===== src/hdl/ssfc_pkg.sv =====
// Shared constants and types for the supply guard and fire control block
package ssfc_pkg;

  // Register offsets
  localparam logic [7:0] SSFC_ADDR_PROT_CFG  = 8'h09;
  localparam logic [7:0] SSFC_ADDR_THR_ONE   = 8'h0A;
  localparam logic [7:0] SSFC_ADDR_THR_TWO   = 8'h0B;
  localparam logic [7:0] SSFC_ADDR_FIRE_CTRL = 8'h0C;

  // Values after reset
  localparam logic [7:0] SSFC_RST_PROT_CFG  = 8'h00;
  localparam logic [7:0] SSFC_RST_THR_ONE   = 8'h92;
  localparam logic [7:0] SSFC_RST_THR_TWO   = 8'h8D;
  localparam logic [7:0] SSFC_RST_FIRE_CTRL = 8'h00;

  // Field positions
  localparam int SSFC_FIRE_BIT     = 0;
  localparam int SSFC_SAVER_EN_LSB = 6;
  localparam int SSFC_UV_SEL_LSB   = 0;

  // Supply saver enable codes
  localparam logic [1:0] SSFC_SAVER_OFF  = 2'h0;
  localparam logic [1:0] SSFC_SAVER_ONE  = 2'h1;
  localparam logic [1:0] SSFC_SAVER_BOTH = 2'h2;

  // Process selected by the mode setting
  typedef enum logic [1:0] {
    SSFC_MODE_RTP  = 2'b00,
    SSFC_MODE_SEQ  = 2'b01,
    SSFC_MODE_DIAG = 2'b10,
    SSFC_MODE_CAL  = 2'b11
  } ssfc_mode_t;

  // Layout of the supply protection configuration register
  typedef struct packed {
    logic [1:0] supply_saver_level_enable;
    logic [2:0] reserved;
    logic [2:0] undervoltage_trip_select;
  } ssfc_prot_cfg_t;

  // Saver thresholds and limits travel together into the clamp selector
  typedef struct packed {
    logic [7:0] threshold_one;
    logic [7:0] threshold_two;
    logic [7:0] limit_one;
    logic [7:0] limit_two;
    logic [7:0] nominal;
  } ssfc_saver_t;

  // Process run indicators
  typedef struct packed {
    logic seq_run;
    logic cal_run;
    logic diag_run;
    logic rtp_run;
  } ssfc_run_t;

endpackage


===== src/hdl/ssfc_core.sv =====
// Supply protection, supply saver and fire control registers with launch logic
// Functional notes
// - Saver enable bits 7-6: 0 off, 1 level one, 2 both levels.
// - Trip select bits 2-0 pick 2.5 V to 3.2 V in 0.1 V steps.
// - Supply below trip level turns output stage off and enters standby.
// - Level one enabled and supply below threshold one applies limit one.
// - Level two enabled and supply below threshold two applies limit two.
// - Supply sampled once at effect start; clamp held for the effect.
// - Fire bit starts whichever process the mode setting selects.
// - Sequencer mode fire plays waveform identifiers from registers 0x0F-0x16.
// - Fire bit reads one while process runs, zero once it completes.
// - Writing zero to fire bit during playback aborts the process at once.
// - External trigger sets fire bit just like a register write.
// - Fire can launch sequencer playback, calibration or diagnostics by mode.
// - Real-time mode with fire set drives signed playback value to load.
`timescale 1ns/1ps
`default_nettype none
module ssfc_core
  import ssfc_pkg::*;
(
  input  wire logic       mclk,
  input  wire logic       rst_n,
  input  wire logic       reg_wr,
  input  wire logic       reg_rd,
  input  wire logic [7:0] reg_addr,
  input  wire logic [7:0] reg_wdata,
  output logic      [7:0] reg_rdata,
  input  wire logic       ext_trigger,
  input  wire logic [1:0] mode,
  input  wire logic [7:0] supply_level,
  input  wire logic       supply_below_trip,
  input  wire logic [7:0] overdrive_limit_one,
  input  wire logic [7:0] overdrive_limit_two,
  input  wire logic [7:0] overdrive_nominal,
  input  wire logic [7:0] realtime_playback_value,
  input  wire logic       process_done,
  output logic      [2:0] undervoltage_trip_select,
  output logic            output_stage_enable,
  output logic            standby,
  output logic      [7:0] overdrive_clamp,
  output logic            launch,
  output logic            abort,
  output ssfc_run_t       run,
  output logic      [7:0] load_drive
);

  typedef enum logic [0:0] {
    SSFC_ST_IDLE = 1'b0,
    SSFC_ST_RUN  = 1'b1
  } ssfc_state_t;

  ssfc_prot_cfg_t prot_cfg;
  logic [7:0]     thr_one;
  logic [7:0]     thr_two;
  ssfc_state_t    state;
  ssfc_state_t    next_state;
  ssfc_mode_t     run_mode;
  logic           trig_prev;
  logic [7:0]     picked_clamp;

  ////////////////////////////////////////////////////////////////////////
  // Address decode and write strobes
  wire wr_cfg   = reg_wr && (reg_addr == SSFC_ADDR_PROT_CFG);
  wire wr_thr1  = reg_wr && (reg_addr == SSFC_ADDR_THR_ONE);
  wire wr_thr2  = reg_wr && (reg_addr == SSFC_ADDR_THR_TWO);
  wire wr_fire  = reg_wr && (reg_addr == SSFC_ADDR_FIRE_CTRL);
  wire fire_one = wr_fire && reg_wdata[SSFC_FIRE_BIT];
  wire fire_zero = wr_fire && !reg_wdata[SSFC_FIRE_BIT];

  // Trigger acts on its rising edge so a held level fires only once
  wire trig_rise = ext_trigger && !trig_prev;
  wire fire_req  = fire_one || trig_rise;

  ////////////////////////////////////////////////////////////////////////
  // Launch and end conditions
  // A start needs an idle core and a healthy supply; a fire write of one while
  // busy is dropped, so polling the bit back as one cannot restart an effect
  wire busy      = (state == SSFC_ST_RUN);
  wire start     = !busy && fire_req && !supply_below_trip;
  wire uv_stop   = busy && supply_below_trip;
  wire host_stop = busy && fire_zero;
  // Real-time playback has no natural end; only a clear or a trip stops it
  wire done_stop = busy && process_done && (run_mode != SSFC_MODE_RTP);

  // Next state: a trip or a clear outranks completion
  always_comb begin
    case (state)
      SSFC_ST_IDLE: next_state = start ? SSFC_ST_RUN : SSFC_ST_IDLE;
      SSFC_ST_RUN:  next_state = (uv_stop || host_stop || done_stop) ?
                                 SSFC_ST_IDLE : SSFC_ST_RUN;
      default:      next_state = SSFC_ST_IDLE;
    endcase
  end

  ////////////////////////////////////////////////////////////////////////
  // Clamp candidate from the current supply and saver setting
  ssfc_clamp_select u_clamp_select (
    .saver_enable (prot_cfg.supply_saver_level_enable),
    .supply_level (supply_level),
    .saver        ({thr_one, thr_two, overdrive_limit_one,
                    overdrive_limit_two, overdrive_nominal}),
    .clamp        (picked_clamp)
  );

  ////////////////////////////////////////////////////////////////////////
  // Configuration registers; reserved bits hold what is written
  // Threshold order is not enforced here; keeping level one above two is up to software
  always_ff @(posedge mclk or negedge rst_n) begin
    if (!rst_n) begin
      prot_cfg <= SSFC_RST_PROT_CFG;
      thr_one  <= SSFC_RST_THR_ONE;
      thr_two  <= SSFC_RST_THR_TWO;
    end else begin
      if (wr_cfg)  prot_cfg <= reg_wdata;
      if (wr_thr1) thr_one  <= reg_wdata;
      if (wr_thr2) thr_two  <= reg_wdata;
    end
  end

  // Control state, launched mode and trigger history
  always_ff @(posedge mclk or negedge rst_n) begin
    if (!rst_n) begin
      state     <= SSFC_ST_IDLE;
      run_mode  <= SSFC_MODE_RTP;
      trig_prev <= 1'b0;
    end else begin
      state     <= next_state;
      trig_prev <= ext_trigger;
      if (start) run_mode <= ssfc_mode_t'(mode);
    end
  end

  // Clamp sampled only at the start of an effect, then frozen
  always_ff @(posedge mclk or negedge rst_n) begin
    if (!rst_n) begin
      overdrive_clamp <= 8'h00;
    end else if (start) begin
      overdrive_clamp <= picked_clamp;
    end
  end

  ////////////////////////////////////////////////////////////////////////
  // Output stage and standby: the trip cuts the stage in the same edge
  always_ff @(posedge mclk or negedge rst_n) begin
    if (!rst_n) begin
      output_stage_enable <= 1'b0;
      standby             <= 1'b1;
    end else begin
      output_stage_enable <= (next_state == SSFC_ST_RUN) && !supply_below_trip;
      standby             <= (next_state == SSFC_ST_IDLE);
    end
  end

  ////////////////////////////////////////////////////////////////////////
  // One-hot run flags for the mode that owns the core; all clear when idle
  function automatic ssfc_run_t run_flags(input ssfc_mode_t m, input logic on);
    ssfc_run_t f;
    f          = '0;
    f.seq_run  = on && (m == SSFC_MODE_SEQ);
    f.cal_run  = on && (m == SSFC_MODE_CAL);
    f.diag_run = on && (m == SSFC_MODE_DIAG);
    f.rtp_run  = on && (m == SSFC_MODE_RTP);
    return f;
  endfunction

  // A new launch takes the live mode; a running effect keeps the captured one,
  // so a mode change mid-effect cannot retarget the indicators
  wire             going    = (next_state == SSFC_ST_RUN);
  wire ssfc_mode_t eff_mode = start ? ssfc_mode_t'(mode) : run_mode;
  wire ssfc_run_t  next_run = run_flags(eff_mode, going);

  // Process indicators and the real-time load value
  always_ff @(posedge mclk or negedge rst_n) begin
    if (!rst_n) begin
      run        <= '0;
      load_drive <= 8'h00;
    end else begin
      run        <= next_run;
      // Host may update the value live; zero when not playing in real time
      load_drive <= next_run.rtp_run ? realtime_playback_value : 8'h00;
    end
  end

  // Single-cycle launch and abort strobes for the playback engine
  always_ff @(posedge mclk or negedge rst_n) begin
    if (!rst_n) begin
      launch <= 1'b0;
      abort  <= 1'b0;
    end else begin
      launch <= start;
      abort  <= uv_stop || host_stop;
    end
  end

  ////////////////////////////////////////////////////////////////////////
  // Read path; the fire bit reflects the live process state
  // Offsets outside the map read as zero
  wire [7:0] fire_view = {7'h00, busy};
  wire [7:0] rd_mux = (reg_addr == SSFC_ADDR_PROT_CFG)  ? prot_cfg :
                      (reg_addr == SSFC_ADDR_THR_ONE)   ? thr_one  :
                      (reg_addr == SSFC_ADDR_THR_TWO)   ? thr_two  :
                      (reg_addr == SSFC_ADDR_FIRE_CTRL) ? fire_view : 8'h00;

  always_ff @(posedge mclk or negedge rst_n) begin
    if (!rst_n) begin
      reg_rdata <= 8'h00;
    end else if (reg_rd) begin
      reg_rdata <= rd_mux;
    end
  end

  // Trip level code goes straight to the analog comparator
  assign undervoltage_trip_select = prot_cfg.undervoltage_trip_select;

endmodule // ssfc_core
`default_nettype wire


===== src/hdl/ssfc_clamp_select.sv =====
// Overdrive clamp selection from the supply level and saver setting
`timescale 1ns/1ps
`default_nettype none
module ssfc_clamp_select
  import ssfc_pkg::*;
(
  input  wire logic [1:0] saver_enable,
  input  wire logic [7:0] supply_level,
  input  wire ssfc_saver_t saver,
  output logic      [7:0] clamp
);

  ////////////////////////////////////////////////////////////////////////
  // Comparisons against both thresholds; code 3 is treated as disabled
  wire lvl_one_on  = (saver_enable == SSFC_SAVER_ONE) ||
                     (saver_enable == SSFC_SAVER_BOTH);
  wire lvl_two_on  = (saver_enable == SSFC_SAVER_BOTH);
  wire below_one   = supply_level < saver.threshold_one;
  wire below_two   = supply_level < saver.threshold_two;

  // Second level wins when both apply, since it is the deeper sag
  assign clamp = (lvl_two_on && below_two) ? saver.limit_two :
                 (lvl_one_on && below_one) ? saver.limit_one :
                 saver.nominal;

endmodule // ssfc_clamp_select
`default_nettype wire


===== config.mk =====
export PLATFORM = sky130hd
export DESIGN_NAME = ssfc_core
export DESIGN_NICKNAME = d
export VERILOG_FILES = /design/src/hdl/ssfc_pkg.sv /design/src/hdl/ssfc_core.sv /design/src/hdl/ssfc_clamp_select.sv
export SDC_FILE = /design/constraint.sdc
export NUM_CORES = 1
export LEC_CHECK = 0
export BUFFER_PORTS_ARGS = -buffer_cell sky130_fd_sc_hd__buf_2
export CAP_MARGIN = 25
export CORE_ASPECT_RATIO = 0.6
export CORE_MARGIN = 3
export CORE_UTILIZATION = 28
export DETAILED_ROUTE_END_ITERATION = 8
export GPL_TIMING_DRIVEN = 0
export PLACE_DENSITY = 0.46
export SYNTH_ARGS = -nofsm -noshare
export SYNTH_HDL_FRONTEND = slang
export SYNTH_HIERARCHICAL = 1
export SYNTH_SLANG_ARGS = --single-unit

===== constraint.sdc =====
create_clock -name mclk -period 3.3 [get_ports mclk]
set_clock_uncertainty 0.05 [all_clocks]
set_input_delay 0.495 -clock mclk [delete_from_list [all_inputs] [get_ports mclk]]
set_output_delay 0.495 -clock mclk [all_outputs]
set_load 0.05 [all_outputs]

# After elaboration in Yosys (flattened, before gate mapping)
# Cells that the tools add are included.
[word_totals]
register_bits = 60
input_bits = 65
out_inout_bits = 35
[op_classes]
order_cmp = 2
n_eq_ne = 9
muxes = 11
n_bitwise = 2
n_reduce_logical = 30
[ops]
columns = ["operator", "n"]
rows = [
  ["2-to-1 mux 8 bit", 6],
  ["equality test 8 x 4 -> 1 bit, second input constant", 4],
  ["logical AND 1 bit", 20],
  ["less-than comparator 8 bit", 2],
  ["equality test 2 bit, second input constant", 3],
  ["equality test 2 x 1 -> 1 bit, second input constant", 2],
  ["logical NOT 1 bit", 4],
  ["logical OR 1 bit", 4],
  ["2-to-1 mux 1 bit", 3],
  ["logical NOT 2 bit", 1],
  ["2-to-1 mux 2 bit", 1],
  ["NOT 1 bit", 2],
  ["one-hot mux 1 bit (2 select lines)", 1],
  ["nonzero test 2 bit", 1],
]

# Depth between registers and ports, before layout
[depth]
depth_word = 10
depth_mapped = 8
mapped_depth_nobuf = 8

# Cells and area by module
# Netlist, hierarchy kept.
[by_module_without_submodules]
columns = ["mod", "n_inst", "cells_per_inst", "area_per_inst_um2", "seq_area_each_um2"]
rows = [
  ["ssfc_core", 1, 179, 2472.4, 1511.4],
  ["ssfc_clamp_select", 1, 65, 568.0, 0.0],
]

# Least setup slack after synthesis
# Ideal clock, no wire load.
[synth_path]
path_kind = "register to register"
startpoint = "register thr_one[7]"
endpoint = "register overdrive_clamp[1]"
t_arrival_ns = 2.258
required_time_ns = 3.123
path_slack_ns = 0.864
stages_incl_launch_ff = 9
period_less_slack_ns = 2.436
cell_sequence = "dfstp_2 > inv_1 > ha_1 > a211oi_1 > nand2_1 > a21oi_4 > mux2_1 > mux2_2 > mux2_1"
[synth_between]
elab_chain_cells = 4
[synth_lines]
columns = ["element", "line", "rtl"]
rows = [
  ["start, declared", "ssfc_core.sv:53", "logic [7:0] thr_one;"],
  ["start signal, assigned", "ssfc_core.sv:115", "if (wr_thr1) thr_one <= reg_wdata;"],
  ["less-than comparator 8 bit", "ssfc_clamp_select.sv:18", "wire below_one = supply_level < saver.threshold_one;"],
  ["logical AND 1 bit", "ssfc_clamp_select.sv:23", "(lvl_one_on && below_one) ? saver.limit_one :"],
  ["2-to-1 mux 8 bit", "ssfc_clamp_select.sv:23", ""],
  ["2-to-1 mux 8 bit", "ssfc_clamp_select.sv:22", "assign clamp = (lvl_two_on && below_two) ? saver.limit_two :"],
  ["via picked_clamp[1]", "ssfc_core.sv:59", "logic [7:0] picked_clamp;"],
  ["end signal, assigned", "ssfc_core.sv:138", "overdrive_clamp <= picked_clamp;"],
  ["end, declared", "ssfc_core.sv:40", "output logic [7:0] overdrive_clamp,"],
]
# The timed path passes the listed nets, and every way through them passes these cells.
# A chain may end at the register's enable or synchronous reset.

# Worst setup path after layout
[layout_path]
startpoint = "register thr_one[1]"
endpoint = "register overdrive_clamp[1]"
# Same word-level chain as after synthesis.

==> flow_metrics.py <==
metrics = {
    "outcome": {
        "outcome": "complete, no violations",
    },
    "sta": {
        "rsz0062_at_grt": "no",
        "finalCritPeriodShare_pct": 79.1,
        "tightest_slew_ns": 0.885,
        "period_needed_ns": 2.61,
        "setup-tns-final_ns": 0,
        "setup_viol": 0,
        "max_clock_freq_mhz": 383,
        "setup_slack_ns": 0.689,
        "slew_headroom_pct": 40.8,
        "hold_viol_final": 0,
        "report.final.slew_viol_count": 0,
    },
    "route": {
        "wl_per_cell_um": 16.0,
        "drc": 0,
        "drtIter0Drc": 101,
        "routed_wl_um": 7920,
        "via_count": 2276,
        "ant_nets": 0,
        "dr.pass1.iters": 4,
        "vias_per_cell": 4.60,
    },
    "cells_and_area": {
        "n_antenna_cell": 0,
        "finish.utilization_pct": 39.2,
        "area_delta_synth_final_pct": 31.6,
        "nNetsFinal": 435,
        "final_cells": 495,
        "drive_above_1_share_pct": 46.7,
        "nFillCells": 1002,
    },
    "global_routing": {
        "grt-ovfl-total": 0,
        "grt_pass1_vias": 2385,
        "grt_max_degree": 39,
        "grt_pass1_wl_um": 12700,
        "grtUsageTotal_pct": 13.8,
        "antenna_found_initial": 0,
    },
    "floorplan": {
        "design.core.area_um2": 10200,
        "die_h_um": 86.7,
        "start_util_pct": 29.8,
        "die-area_um2": 12200,
        "dieWidth_um": 141,
        "ios": 100,
        "rows": 28,
    },
    "synth": {
        "synthCells": 244,
        "yosys_register_bits": 60,
        "synth_edf_count": 0,
        "synth_cell_type_count": 50,
        "yosys.area.top_type": "dfrtp_1",
        "synth_common_cells": "dfrtp_1 (52), mux2_2 (35), inv_1 (18), ha_1 (15), mux2_1 (15)",
        "synthFlopType": "dfrtp_1",
        "yosysMostFrequentCell": "dfrtp_1",
        "synth_area_um2": 3040,
        "syn-num-nets": 324,
        "synth_area_leaders": "dfrtp_1 (43%), mux2_2 (13%), dfstp_2 (6.9%)",
        "async_flop_share_pct": 100,
        "synth_top_area_share_pct": 42.8,
        "ys_seq_area_share_pct": 49.7,
        "synth.avg_cell_area_um2": 12.5,
        "synth_warnings": 6,
    },
    "pwr": {
        "p_leak_uw": 0.00196,
        "ir_worst_vdd_mv": 0.231,
        "power.share.clock_pct": 42.3,
        "power.density_nw_per_um2": 505,
        "p_sw_uw": 558,
        "internal_power_uw": 1460,
        "seqPwrFrac_pct": 40.5,
        "power_switching_share_pct": 27.6,
        "comb_power_share_pct": 17.1,
        "power_uw": 2020,
    },
    "placed_design": {
        "dp_hpwl_um": 6030,
        "gp_congestion": 0.787,
        "dp_slack_ns": 0.575,
        "dp_cells": 479,
        "port_buffers": 98,
    },
    "min_path": {
        "hold_class": "primary input to asynchronous set/reset pin",
    },
    "critical_path": {
        "path_max_fanout": 8,
        "worst_setup_path_end_kind": "flip-flop",
        "arrival_ns": 2.77,
        "worstPathRequired_ns": 3.46,
        "worstSetupStartpointType": "flip-flop",
        "path_class": "flip-flop to flip-flop",
    },
    "cts": {
        "numCtsBuffers": 9,
        "htreeDepth": 3,
        "ctsHoldBuffers": 0,
        "cts_root_buf": "clkbuf_16",
        "cts_sinks": 60,
        "cts-resized-gates": 0,
        "insertion_delay_ns": 0.32,
        "postCtsSetupBuffers": 0,
        "clkTransAtPathRegs_ns": 0.05,
        "cts_tree": "done",
        "cts_max_path_buffers": 2,
    },
    "run": {
        "maxCapViolations": 0,
    },
}
==> flip-flops by register name, indices dropped and copies added, names as in the netlist, 2 cells and up <==
name                      flops
load_drive                    8
overdrive_clamp               8
prot_cfg                      5
reg_rdata                     8
run                           4
run_mode                      2
thr_one                       8
thr_two                       8
undervoltage_trip_select      3
==> per-stage QoR <==
| stage | cell area, um2 | hold slack [ns] |
|---|---|---|
| 6_report | 4000 | 0.111 |
| 5_1_grt | 4000 | 0.147 |
| 4_1_cts | 4000 | 0.123 |
| 3_5_place_dp | 3730 | 0.424 |
| 3_3_place_gp | 3700 | 0.416 |
| 2_1_floorplan | 3040 | 0.149 |
==> path summary, 6_finish.rpt <==
kind,from,endpoint,slack [ns],depth (start not counted)
max,thr_one[1],overdrive_clamp[1],0.69,8
min,rst_n,thr_two[5],0.11,1
max reg2reg,thr_one[1],overdrive_clamp[1],0.69,8
min reg2reg,overdrive_clamp[3],overdrive_clamp[3],0.43,1
max in group asynchronous,rst_n,standby,2.42,2
min in group mclk,ext_trigger,trig_prev,0.24,1
==> metal layers <==
layer  wire length [um]  global-route usage, %
met2               3160                   18.9
met3                732                   6.67
met4                 62                   3.96
met1               3960                   19.2
met5                  0                      0
==> cell families after synthesis <==
logic type               Yosys count  synth area share [%]
multiplexers                      58                  21.2
buffers and inverters             27                  4.16
flip-flops                        60                  49.7
AND/OR/NAND/NOR                   52                  10.1
AO/OA/AOI/OAI                     32                  8.73
adder cells (fa/ha/maj)           15                  6.17
==> cell usage in the layout, fill, tap and decap left out, drive strengths merged, types with 2 or more instances in the layout <==
cell type and count:
a31oi 3, nand3 4, dfstp 8, mux2 50, a21oi 5, nand3b 2
buf 106, mux2i 8, nor2b 3, o21ai 2, ha 15, clkbuf 15
and2 8, nor2 10, clkinv 4, nand4 3, inv 18, and3b 2
nand2b 3, dfrtp 52, a211oi 3, nand2 9, o32ai 3, a221o 7
==> critical path: stages (launching register included) <==
cell     delay (ns)
dfstp_2        0.53
inv_1          0.04
ha_1           0.20
nor3b_1        0.27
o21ai_1        0.15
a21oi_4        0.34
mux2_1         0.36
mux2_2         0.26
mux2_1         0.29
==> power groups by stage <==
stage	sequential, uW	combinational, uW	clock, uW
floorplan	928	122	0
global placement	829	345	0
finish	819	346	855
CTS	819	352	886
detailed placement	830	351	0
global route	826	379	928
==> area by class of cell <==
class	count	area, um2	share of cell area (%)
Buffer	7	50.0	1.25
Tap cell	135	169	4.22
Clock inverter	2	10.0	0.250
Sequential cell	60	1510	37.8
Multi-Input combinational cell	157	1400	35.1
Timing Repair Buffer	100	518	12.9
Clock buffer	14	264	6.60
Inverter	20	76.3	1.91
Power figures use the tool's default switching activity.
